## config.mk

```make
export PLATFORM = sky130hd
export DESIGN_NAME = sstat_status
export DESIGN_NICKNAME = d
export VERILOG_FILES = /design/src/include/sstat_pkg.sv /design/src/core/sstat_status.sv
export SDC_FILE = /design/constraint.sdc
export NUM_CORES = 1
export LEC_CHECK = 0
export BUFFER_PORTS_ARGS = -buffer_cell sky130_fd_sc_hd__buf_2
export CAP_MARGIN = 10
export CORE_MARGIN = 1
export CORE_UTILIZATION = 63
export DETAILED_ROUTE_END_ITERATION = 7
export PLACE_DENSITY = 0.83
export SYNTH_ARGS = -nofsm -noshare
export SYNTH_HDL_FRONTEND = slang
export SYNTH_SLANG_ARGS = --single-unit
```

## constraint.sdc

```tcl
create_clock -name core_clk -period 7.6 [get_ports core_clk]
set_clock_uncertainty 0.1 [all_clocks]
set_input_delay 0.38 -clock core_clk [delete_from_list [all_inputs] [get_ports core_clk]]
set_output_delay 0.38 -clock core_clk [all_outputs]
set_load 0.05 [all_outputs]
```

## src/include/sstat_pkg.sv

```systemverilog
// Purpose: constants shared by the stepper status reporting block
// Assumes: 16-bit input words, 50 MHz core clock
// Notes:   word indices follow the command mode input data order
package sstat_pkg;
    localparam int          SSTAT_WORD_W      = 16;
    localparam int          SSTAT_NUM_WORDS   = 10;
    // word indices of the input data image
    localparam logic [3:0]  SSTAT_IDX_MOTION  = 4'h0;
    localparam logic [3:0]  SSTAT_IDX_DRIVE   = 4'h1;
    localparam logic [3:0]  SSTAT_IDX_MPOS_HI = 4'h2;
    localparam logic [3:0]  SSTAT_IDX_MPOS_LO = 4'h3;
    localparam logic [3:0]  SSTAT_IDX_EPOS_HI = 4'h4;
    localparam logic [3:0]  SSTAT_IDX_EPOS_LO = 4'h5;
    localparam logic [3:0]  SSTAT_IDX_CPOS_HI = 4'h6;
    localparam logic [3:0]  SSTAT_IDX_CPOS_LO = 4'h7;
    localparam logic [3:0]  SSTAT_IDX_CURR    = 4'h8;
    localparam logic [3:0]  SSTAT_IDX_JERK    = 4'h9;
    // multi-word format: value = hi * 1000 + lo, both parts share the sign
    localparam logic signed [31:0] SSTAT_POS_SCALE = 32'sh0000_03e8;
    // motor current limits in tenths of an amp
    localparam logic [15:0] SSTAT_CURR_MIN    = 16'h000a;
    localparam logic [15:0] SSTAT_CURR_MAX    = 16'h003c;
    localparam logic [15:0] SSTAT_CURR_RESET  = 16'h000a;
    // heartbeat timing
    localparam int          SSTAT_CLK_HZ      = 50000000;
    localparam int          SSTAT_BEAT_MS     = 500;
    localparam int          SSTAT_BEAT_CYC    = SSTAT_CLK_HZ / 1000 * SSTAT_BEAT_MS;
    localparam logic [7:0]  SSTAT_MSEG_FIRST  = 8'h08;

    // motion state of the axis as seen by the status block
    typedef enum logic [2:0] {
        SSTAT_ST_IDLE  = 3'b000,
        SSTAT_ST_ACCEL = 3'b001,
        SSTAT_ST_RUN   = 3'b010,
        SSTAT_ST_DECEL = 3'b011,
        SSTAT_ST_HOLD  = 3'b100
    } sstat_motion_t;
endpackage

```

## src/core/sstat_status.sv

```systemverilog
// Purpose: status word builder and input data image of a stepper indexer
// Assumes: event inputs are one-cycle pulses, levels synchronous to core_clk
// Notes:   the host reads word_data at word_idx; positions are sampled as pairs
//
// What this block does
// - ten input words: two status, three position pairs, current, jerk
// - status bit 15 shows configuration mode; power up in command mode
// - setup_fault set until valid configuration; stall enable in config mode
// - order_fault set by invalid command, cleared only by error clear
// - out of range current is ignored without error, old value kept
// - input_fault set by estop, limits, manual into limit, homing overrun
// - position_untrusted set by config, no home, link loss, stops, limits, stall
// - absolute moves refused while position untrusted
// - segment_request and profile_load flag readiness; host waits for segment_request
// - move_done set on clean finish, cleared by move, preset or clear
// - move_done set with order_fault on bad manual or registration params
// - slowing, speeding flags follow profile; origin_found after good homing
// - halted_flag whenever motor not moving
// - paused_flag in hold state; direction flags follow rotation
// - drive_on shows current available; off on fault or zero idle current
// - stall, output one level shown; reserved bits read zero
// - alive_toggle inverts every 500 ms in command mode
// - limit_hit set at limit in move, cleared on release or error clear
// - bad_param_change on invalid manual changes or gearing out of range
// - follow_lag when hybrid control lags more than one turn
// - power_stage_fault on driver faults, not jumper at power up
// - link_dropped with input_fault when physical link restored
// - neither word of a negative position is positive; the upper word is zero above -1000
`timescale 1ns/1ps
module sstat_status
    import sstat_pkg::*;
(
    input  wire logic        core_clk,
    input  wire logic        rst_n,
    // mode and configuration
    input  wire logic        config_mode,
    input  wire logic        config_write,
    input  wire logic        config_valid,
    input  wire logic        stall_detect_en,
    input  wire logic        controller_healthy,
    // command events
    input  wire logic        cmd_invalid,
    input  wire logic        cmd_param_range_err,
    input  wire logic        cmd_move,
    input  wire logic        cmd_absolute,
    input  wire logic        cmd_manual,
    input  wire logic        cmd_manual_dir_ccw,
    input  wire logic        cmd_home,
    input  wire logic        cmd_preset,
    input  wire logic        cmd_stop_now,
    input  wire logic        cmd_error_clear,
    input  wire logic        cmd_fault_clear,
    input  wire logic        cmd_current_wr,
    input  wire logic [15:0] cmd_current,
    input  wire logic [15:0] jerk_value,
    // motion engine
    input  wire logic        motion_accel,
    input  wire logic        motion_decel,
    input  wire logic        motion_moving,
    input  wire logic        motion_hold,
    input  wire logic        motion_ccw,
    input  wire logic        motion_done,
    input  wire logic        motion_homing,
    input  wire logic        home_done,
    input  wire logic        segment_request,
    input  wire logic        profile_load,
    // field signals
    input  wire logic        estop_active,
    input  wire logic        limit_cw,
    input  wire logic        limit_ccw,
    input  wire logic        stall_seen,
    input  wire logic        output_one_level,
    input  wire logic        driver_enable,
    input  wire logic        idle_to_zero,
    input  wire logic        drv_over_temp,
    input  wire logic        drv_short,
    input  wire logic        drv_no_jumper,
    input  wire logic        manual_param_bad,
    input  wire logic [7:0]  gear_num,
    input  wire logic [7:0]  gear_den,
    input  wire logic        gear_active,
    input  wire logic        hybrid_on,
    input  wire logic [31:0] lag_steps,
    input  wire logic [31:0] steps_per_turn,
    input  wire logic        link_restored,
    input  wire logic        host_program_mode,
    // positions
    input  wire logic signed [31:0] motor_pos,
    input  wire logic signed [31:0] encoder_pos,
    input  wire logic signed [31:0] capture_pos,
    input  wire logic        sample_strobe,
    // host read port
    input  wire logic [3:0]  word_idx,
    output logic [15:0]      word_data,
    output logic             abs_move_refused,
    output logic             motor_current_on,
    output logic [15:0]      current_in_use
);
    // reset release through two flops
    logic rst_s1_reg;
    logic rst_s2_reg;
    always_ff @(posedge core_clk or negedge rst_n) begin
        if (!rst_n) begin
            rst_s1_reg <= 1'b0;
            rst_s2_reg <= 1'b0;
        end else begin
            rst_s1_reg <= 1'b1;
            rst_s2_reg <= rst_s1_reg;
        end
    end
    wire rst_ok_n = rst_s2_reg;

    // split into multi-word format; truncating division keeps both signs equal
    function automatic logic [31:0] sstat_split(input logic signed [31:0] v);
        logic signed [31:0] hi;
        logic signed [31:0] lo;
        hi = v / SSTAT_POS_SCALE;
        lo = v - hi * SSTAT_POS_SCALE;
        return {hi[15:0], lo[15:0]};
    endfunction

    // sticky flags of the first status word
    logic        setup_fault_reg;
    logic        order_fault_reg;
    logic        input_fault_reg;
    logic        untrusted_reg;
    logic        move_done_reg;
    logic        origin_found_reg;

    // sticky flags of the second status word
    logic        limit_hit_reg;
    logic        bad_param_reg;
    logic        power_fault_reg;
    logic        link_dropped_reg;
    logic        alive_reg;
    logic        seen_enable_reg;

    // held values, sampled positions and limit history
    logic [15:0] current_reg;
    logic [31:0] beat_cnt_reg;
    logic [31:0] mpos_reg;
    logic [31:0] epos_reg;
    logic [31:0] cpos_reg;
    logic        limit_cw_d_reg;
    logic        limit_ccw_d_reg;

    // event decode
    wire limit_any     = limit_cw | limit_ccw;
    wire limit_in_move = motion_moving & limit_any;
    wire limit_set     = limit_in_move & ~motion_homing;
    wire manual_into   = cmd_manual & (cmd_manual_dir_ccw ? limit_ccw : limit_cw);
    // any limit met while homing is taken as the far one
    wire home_overrun  = motion_homing & limit_any;
    wire input_set     = estop_active | limit_set | manual_into | home_overrun
                         | link_restored;
    wire limit_release = (limit_cw_d_reg & ~limit_cw) | (limit_ccw_d_reg & ~limit_ccw);
    wire untrust_set   = config_write | link_restored | cmd_stop_now | estop_active
                         | limit_in_move | stall_seen;
    // 8-bit gearing terms can only leave 1 to 255 by being zero
    wire gear_bad      = gear_active & ((gear_num == 8'h00) | (gear_den == 8'h00));
    wire param_set     = (cmd_manual & manual_param_bad) | gear_bad;
    wire drv_fault_now = driver_enable & (drv_over_temp | drv_short
                         | (drv_no_jumper & seen_enable_reg));
    wire curr_ok       = (cmd_current >= SSTAT_CURR_MIN) & (cmd_current <= SSTAT_CURR_MAX);
    // homing is a move command too, so it also clears the done flag
    wire done_clear    = cmd_move | cmd_home | cmd_preset | cmd_error_clear;
    wire done_set      = (motion_done & ~motion_homing) | cmd_param_range_err;

    // setup, command and input fault flags; set wins over clear
    always_ff @(posedge core_clk or negedge rst_ok_n) begin
        if (!rst_ok_n) begin
            setup_fault_reg <= 1'b1;
            order_fault_reg <= 1'b0;
            input_fault_reg <= 1'b0;
        end else begin
            // a rejected configuration raises the fault again
            if (config_write)
                setup_fault_reg <= ~config_valid;

            // a bad command wins over an error clear in the same cycle
            if (cmd_invalid | cmd_param_range_err)
                order_fault_reg <= 1'b1;
            else if (cmd_error_clear)
                order_fault_reg <= 1'b0;

            if (input_set)
                input_fault_reg <= 1'b1;
            else if (cmd_error_clear)
                input_fault_reg <= 1'b0;
        end
    end

    // position trust and move completion
    always_ff @(posedge core_clk or negedge rst_ok_n) begin
        if (!rst_ok_n) begin
            untrusted_reg    <= 1'b1;
            move_done_reg    <= 1'b0;
            origin_found_reg <= 1'b0;
        end else begin
            // a trust-losing event beats a preset arriving with it
            if (untrust_set)
                untrusted_reg <= 1'b1;
            else if (cmd_preset | home_done)
                untrusted_reg <= 1'b0;

            if (done_set)
                move_done_reg <= 1'b1;
            else if (done_clear)
                move_done_reg <= 1'b0;

            // a new homing run forgets the old origin until it completes
            if (home_done)
                origin_found_reg <= 1'b1;
            else if (cmd_move | cmd_home | config_write | untrust_set)
                origin_found_reg <= 1'b0;
        end
    end

    // drive side flags
    always_ff @(posedge core_clk or negedge rst_ok_n) begin
        if (!rst_ok_n) begin
            limit_hit_reg    <= 1'b0;
            bad_param_reg    <= 1'b0;
            power_fault_reg  <= 1'b0;
            link_dropped_reg <= 1'b0;
            seen_enable_reg  <= 1'b0;
            limit_cw_d_reg   <= 1'b0;
            limit_ccw_d_reg  <= 1'b0;
        end else begin
            limit_cw_d_reg  <= limit_cw;
            limit_ccw_d_reg <= limit_ccw;
            // jumper absent at power up is not a fault until the driver was enabled clean
            if (driver_enable & ~drv_no_jumper)
                seen_enable_reg <= 1'b1;

            if (limit_set)
                limit_hit_reg <= 1'b1;
            else if (limit_release | cmd_error_clear)
                limit_hit_reg <= 1'b0;

            if (param_set)
                bad_param_reg <= 1'b1;
            else if (cmd_error_clear)
                bad_param_reg <= 1'b0;

            // the fault stays up while its cause lasts, even against a clear
            if (drv_fault_now)
                power_fault_reg <= 1'b1;
            else if (cmd_fault_clear)
                power_fault_reg <= 1'b0;

            if (link_restored)
                link_dropped_reg <= 1'b1;
            else if (cmd_error_clear)
                link_dropped_reg <= 1'b0;
        end
    end

    // current setting: out of range writes are dropped silently
    // no error is raised, so the host must read back the value in use
    always_ff @(posedge core_clk or negedge rst_ok_n) begin
        if (!rst_ok_n)
            current_reg <= SSTAT_CURR_RESET;
        else if (cmd_current_wr & curr_ok)
            current_reg <= cmd_current;
    end

    // heartbeat; counter held in configuration mode so the bit stops toggling
    always_ff @(posedge core_clk or negedge rst_ok_n) begin
        if (!rst_ok_n) begin
            beat_cnt_reg <= 32'h0000_0000;
            alive_reg    <= 1'b0;
        end else if (!config_mode) begin
            if (beat_cnt_reg == 32'(SSTAT_BEAT_CYC - 1)) begin
                beat_cnt_reg <= 32'h0000_0000;
                alive_reg    <= ~alive_reg;
            end else begin
                beat_cnt_reg <= beat_cnt_reg + 32'h0000_0001;
            end
        end
    end

    // coherent position sample: both halves taken in the same edge
    // a strobe between reads of the upper and lower word still mixes two samples
    always_ff @(posedge core_clk or negedge rst_ok_n) begin
        if (!rst_ok_n) begin
            mpos_reg <= 32'h0000_0000;
            epos_reg <= 32'h0000_0000;
            cpos_reg <= 32'h0000_0000;
        end else if (sample_strobe) begin
            mpos_reg <= sstat_split(motor_pos);
            epos_reg <= sstat_split(encoder_pos);
            cpos_reg <= sstat_split(capture_pos);
        end
    end

    // lag compare; one turn of the rotor equals steps_per_turn
    // signed compare so a lag reported as negative never raises the flag
    wire lag_over  = hybrid_on & ($signed(lag_steps) > $signed(steps_per_turn));
    wire halted    = ~motion_moving;
    wire drive_on  = driver_enable & ~power_fault_reg
                     & ~(halted & idle_to_zero) & ~setup_fault_reg;

    // status word assembly
    wire [15:0] motion_word = {
        config_mode,
        controller_healthy,
        config_mode ? stall_detect_en : setup_fault_reg,
        order_fault_reg,
        input_fault_reg,
        untrusted_reg,
        segment_request,
        profile_load,
        move_done_reg,
        motion_decel & motion_moving,
        motion_accel & motion_moving,
        origin_found_reg,
        halted,
        motion_hold,
        motion_moving & motion_ccw,
        motion_moving & ~motion_ccw
    };
    // input state bits 2..0 are not carried here and read zero
    wire [15:0] drive_word = {
        drive_on,
        stall_seen,
        output_one_level,
        1'b0,
        alive_reg,
        limit_hit_reg,
        bad_param_reg,
        lag_over,
        power_fault_reg,
        link_dropped_reg,
        host_program_mode,
        2'b00,
        3'b000
    };

    // word mux for the input data image
    // indices past the last word read zero, so a stray poll is harmless
    logic [15:0] word_next;
    always_comb begin
        case (word_idx)
            SSTAT_IDX_MOTION:  word_next = motion_word;
            SSTAT_IDX_DRIVE:   word_next = drive_word;
            SSTAT_IDX_MPOS_HI: word_next = mpos_reg[31:16];
            SSTAT_IDX_MPOS_LO: word_next = mpos_reg[15:0];
            SSTAT_IDX_EPOS_HI: word_next = epos_reg[31:16];
            SSTAT_IDX_EPOS_LO: word_next = epos_reg[15:0];
            SSTAT_IDX_CPOS_HI: word_next = cpos_reg[31:16];
            SSTAT_IDX_CPOS_LO: word_next = cpos_reg[15:0];
            SSTAT_IDX_CURR:    word_next = current_reg;
            SSTAT_IDX_JERK:    word_next = jerk_value;
            default:           word_next = 16'h0000;
        endcase
    end

    // registered data output
    // one cycle of latency buys a glitch-free word for the host
    logic [15:0] word_reg;
    always_ff @(posedge core_clk or negedge rst_ok_n) begin
        if (!rst_ok_n)
            word_reg <= 16'h0000;
        else
            word_reg <= word_next;
    end

    assign word_data        = word_reg;
    assign abs_move_refused = cmd_move & cmd_absolute & untrusted_reg;
    assign motor_current_on = drive_on;
    assign current_in_use   = current_reg;
endmodule // sstat_status

```

==> implementation parameters, run 1 <==
Parameter                              Value

Synthesis
  Main area contributors after synthesis ... dfrtp_1 12%, xnor2_1 7.5%, ha_1 5.9%
  Avg Cell Area, Syn ... 7.75 µm²
  Number of unique standard cell types used by synthesis ... 139
  Synthesized net count ... 5,022
  Area leader, netlist ... dfrtp_1
  Most instantiated library cell after synthesis ... nand2_1
  Netlist Area Pre-Place ... 0.0350 mm²
  Sequential share of the synthesized area ... 12.6%
  #FFs+latches synth ... 176
  Warnings from Yosys ... 0
  List of most frequent post-synthesis cells ... 329 x nand2_1, 315 x nor2_1, 301 x xnor2_1, 270 x inv_1, 224 x a21oi_1
  Share of synthesized registers carrying an async set or reset ... 100%
  Synth Flop Type ... dfrtp_1
  Proportion of netlist area held by the largest area contributor ... 12.3%
  EDFF count, synth ... 0
  Cells after synthesis ... 4,522

Placed design
  Half-perimeter wire length of the detailed placement result ... 146,000 µm
  Routability Congestion ... 1.07
  Port bufs ... 290

Floorplanning
  Site Rows ... 86
  Vertical die dimension ... 238 µm
  Io pins ... 291
  DIE WIDTH ... 238 µm
  Starting utilization of the core area ... 63.7%

Run status
  Failing step ... clock tree synthesis (4_1_cts)
  Error Message ... [ERROR DPL-0038] Utilization greater than 100%, impossible to legalize
  Result of the run ... did not finish

Clock network
  Maximum root-to-sink buffer count ... 2
  Number of resized instances in the post-cts repair step ... 809
  Quantity of hold-fixing buffers added after cts ... 4
  Clock root buffer ... clkbuf_16
  Buffer count from post-CTS setup fixing ... 240
  Clock buffer count from CTS ... 17
  H-tree lvl count ... 4
  Num Clock Sinks ... 176
[stage by stage]
stage	cell area (µm²)	util (%)	instances	worst slack [ps]
after floorplan	37600	-	4522	-14060
after global placement	51600	93.9	7045	-14240
after detailed placement	51600	93.9	7045	-16470
[cells by family after synthesis]
kind of cell	after synthesis	share of synthesized area (%)
AO/OA/AOI/OAI	1488	31.5
XOR/XNOR	457	11.6
adder cells (fa/ha/maj)	261	10.9
buffers and inverters	438	4.92
flip-flops	176	12.6
multiplexers	200	6.30
other	1	0.0107
AND/OR/NAND/NOR	1501	22.2
==> run 2: changes to the inputs <==
- CORE_UTILIZATION: 63 -> 40
- PLACE_DENSITY: 0.83 -> unset
- PLACE_DENSITY_LB_ADDON: unset -> 0.15
==> implementation parameters, run 2 <==
Parameter                              Value

Run status
  Result of the run ... finished with violations
  Violations in the final reports ... negative setup slack

Synthesis
  #FFs+latches synth ... 176
  Most instantiated library cell after synthesis ... nand2_1
  Proportion of netlist area held by the largest area contributor ... 12.3%
  Synth Flop Type ... dfrtp_1
  Main area contributors after synthesis ... dfrtp_1 12%, xnor2_1 7.5%, ha_1 5.9%
  Netlist Area Pre-Place ... 0.0350 mm²
  EDFF count, synth ... 0
  List of most frequent post-synthesis cells ... 329 x nand2_1, 315 x nor2_1, 301 x xnor2_1, 270 x inv_1, 224 x a21oi_1
  Sequential share of the synthesized area ... 12.6%
  Warnings from Yosys ... 0
  Synthesized net count ... 5,022
  Area leader, netlist ... dfrtp_1
  Share of synthesized registers carrying an async set or reset ... 100%
  Cells after synthesis ... 4,522
  Avg Cell Area, Syn ... 7.75 µm²
  Number of unique standard cell types used by synthesis ... 139

Clock network
  Clock root buffer ... clkbuf_16
  H-tree lvl count ... 4
  Maximum root-to-sink buffer count ... 2
  Num Clock Sinks ... 176
  Clk Latency, worst-skew pair ... 440 ps
  Post-CTS clock slew at the launch and capture registers of the worst setup and hold paths ... 70 ps
  TritonCTS clock tree ... done
  Clock buffer count from CTS ... 17

Global route
  Antenna violations before repair ... 11
  Met3 Resource Use GR ... 3.78%
  All-Layer GR Usage ... 30.5%
  Total grt overflow ... 0
  Number of global-route vias before repair ... 43,800
  Gr busiest metal ... met2
  Pin count of the biggest net entering global routing ... 67
  M2 GR Usage ... 53.9%
  Global-route wire length before repair ... 225,000 µm
  GR Layer Usage met1 ... 37.9%

Worst setup path
  Slowest stage cell, crit path ... or4_4
  Slowest stage delay, CP ... 570 ps
  Register-to-register setup slack ... 5040 ps
  WP data required ... 7830 ps
  Category of the worst setup path capture point ... flop
  Worst endpoint data arrival time ... 21,720 ps
  Setup crit start kind ... primary input
  Worst-path fanout max ... 6
  Reg-to-reg critical path endpoint ... beat_cnt_reg[31]
  Reg-to-reg startpoint ... beat_cnt_reg[0]
  Type of the setup path with the least slack ... in -> reg
  Worst path buffer plus inverter count ... 18
  R2r worst-path depth ... 10
  Cell class contributing the biggest share of worst-path delay ... compound AO/OA/AOI/OAI gates

Timing
  Final setup viols ... 87
  Final WS setup ... -13,900 ps
  Final Hold Vio Count ... 0
  Slew Limit Headroom ... 23.2%
  Fin crit share ... 283%
  Highest clock rate ... 46.5 MHz
  RSZ-0062 raised after global routing ... true
  Max Transition Viols Final ... 0
  Tmin final ... 21,500 ps
  Slew at the pin closest to its max-slew limit ... 1150 ps
  Post-Route Setup TNS ... -894,090 ps

Hold path
  Hold endpoint ... setup_fault_reg
  Min-Delay Startpoint ... config_write
  Worst hold path cell count ... 2
  Path type of the worst min-delay path ... in -> reg

Floorplanning
  Vertical die dimension ... 298 µm
  Starting utilization of the core area ... 40.4%
  Site Rows ... 108
  Std-Cell Core Area ... 0.0868 mm²
  Total Die Area ... 0.0888 mm²
  Io pins ... 291
  DIE WIDTH ... 298 µm

Finish
  Most common cell after layout, fill and taps aside ... buf_4
  NumNets Final ... 7,139
  Layout area overhead ... 72.7%
  Filler Cells Inserted ... 6,745
  Fraction of final layout cells with drive strength greater than 1 ... 51.9%
  Leading cell types in the layout, fill and taps excluded ... 1,808 x buf_4, 307 x nand2_1, 286 x nor2_1

Flow run
  Max-cap check violation count ... 0

Placed design
  Port bufs ... 290
  Routability Congestion ... 0.969
  Half-perimeter wire length of the detailed placement result ... 111,000 µm
  Worst Setup Slack post-DPL ... -14,550 ps

Routing
  Antenna Nets Post-Route ... 0
  Initial DRC Count ... 3,003
  Detailed Routing Iterations Pass 1 ... 8
  Post-route DRC ... 0
  Routed wire length per instance ... 18.9 µm
  Count of vias placed by the detailed router ... 44,800
  Number of vias per cell after detailed routing ... 5.74
  Total wirelength of the detailed-routed design ... 147,000 µm
run 2: cell counts after synthesis:
No cell type changed its count.
run 2: worst max path at each step:
stage / from / to / slack (ps) / depth (start not counted)
2_1_floorplan: motor_pos[15] / mpos_reg[15] / -14060 / 90
3_3_place_gp: motor_pos[21] / mpos_reg[15] / -14230 / 92
3_5_place_dp: motor_pos[21] / mpos_reg[15] / -14550 / 93
4_1_cts: capture_pos[4] / cpos_reg[15] / -13200 / 93
5_1_grt: motor_pos[25] / mpos_reg[15] / -14680 / 100
6_report: motor_pos[25] / mpos_reg[15] / -13900 / 93
run 2: logic make-up after synthesis:
kind of cell	count (synthesis)	share of synthesized area [%]
flip-flops	176	12.6
other	1	0.0107
XOR/XNOR	457	11.6
adder cells (fa/ha/maj)	261	10.9
AND/OR/NAND/NOR	1501	22.2
multiplexers	200	6.30
AO/OA/AOI/OAI	1488	31.5
buffers and inverters	438	4.92
run 2: timing repair:
action	4_1_cts	5_1_grt
setup endpoints to repair	87	87
pin swaps	298	234
cloned	2	0
hold buffers	4	0
hold endpoints to repair	5	0
buffers inserted	192	130
resized for setup	565	463
run 2: final cells by class:
class / instances / area (µm²) / area share (%)
Timing Repair Buffer: 2258 / 17000 / 28.1
Sequential cell: 176 / 4410 / 7.29
Clock inverter: 12 / 120 / 0.199
Antenna cell: 3 / 7.51 / 0.0124
Tap cell: 1155 / 1450 / 2.39
Multi-Input combinational cell: 3910 / 36000 / 59.5
Clock buffer: 20 / 447 / 0.738
Inverter: 276 / 1070 / 1.77
run 2: routing by layer:
| metal | routed length, µm | part of all wire, % |
|---|---|---|
| met1 | 60400 | 41 |
| met2 | 72700 | 49 |
| met3 | 8050 | 5.5 |
| met4 | 6190 | 4.2 |
| met5 | 48 | 0.033 |
run 2: worst reg2reg max path, delay by kind of cell (launching register included):
| kind | cells | cell delay [ps] |
|---|---|---|
| AND/OR/NAND/NOR | 9 | 1840 |
| XOR/XNOR | 1 | 140 |
| flip-flops | 1 | 390 |
run 2: through the flow:
stage,utilization [%],hold WS [ps],instances,area [µm²]
6_report,69.7,25.4,7810,60500
5_1_grt,69.7,19.1,7809,60500
4_1_cts,66.1,2.06,7707,57300
3_5_place_dp,60.4,70.9,7481,52400
3_3_place_gp,60.4,70.8,7481,52400
2_1_floorplan,-,-15.6,4522,37600
Power of run 2 is left out: the tool's default activity adds up to more than one toggle a clock period on the data nets, which glitch-free logic cannot reach.
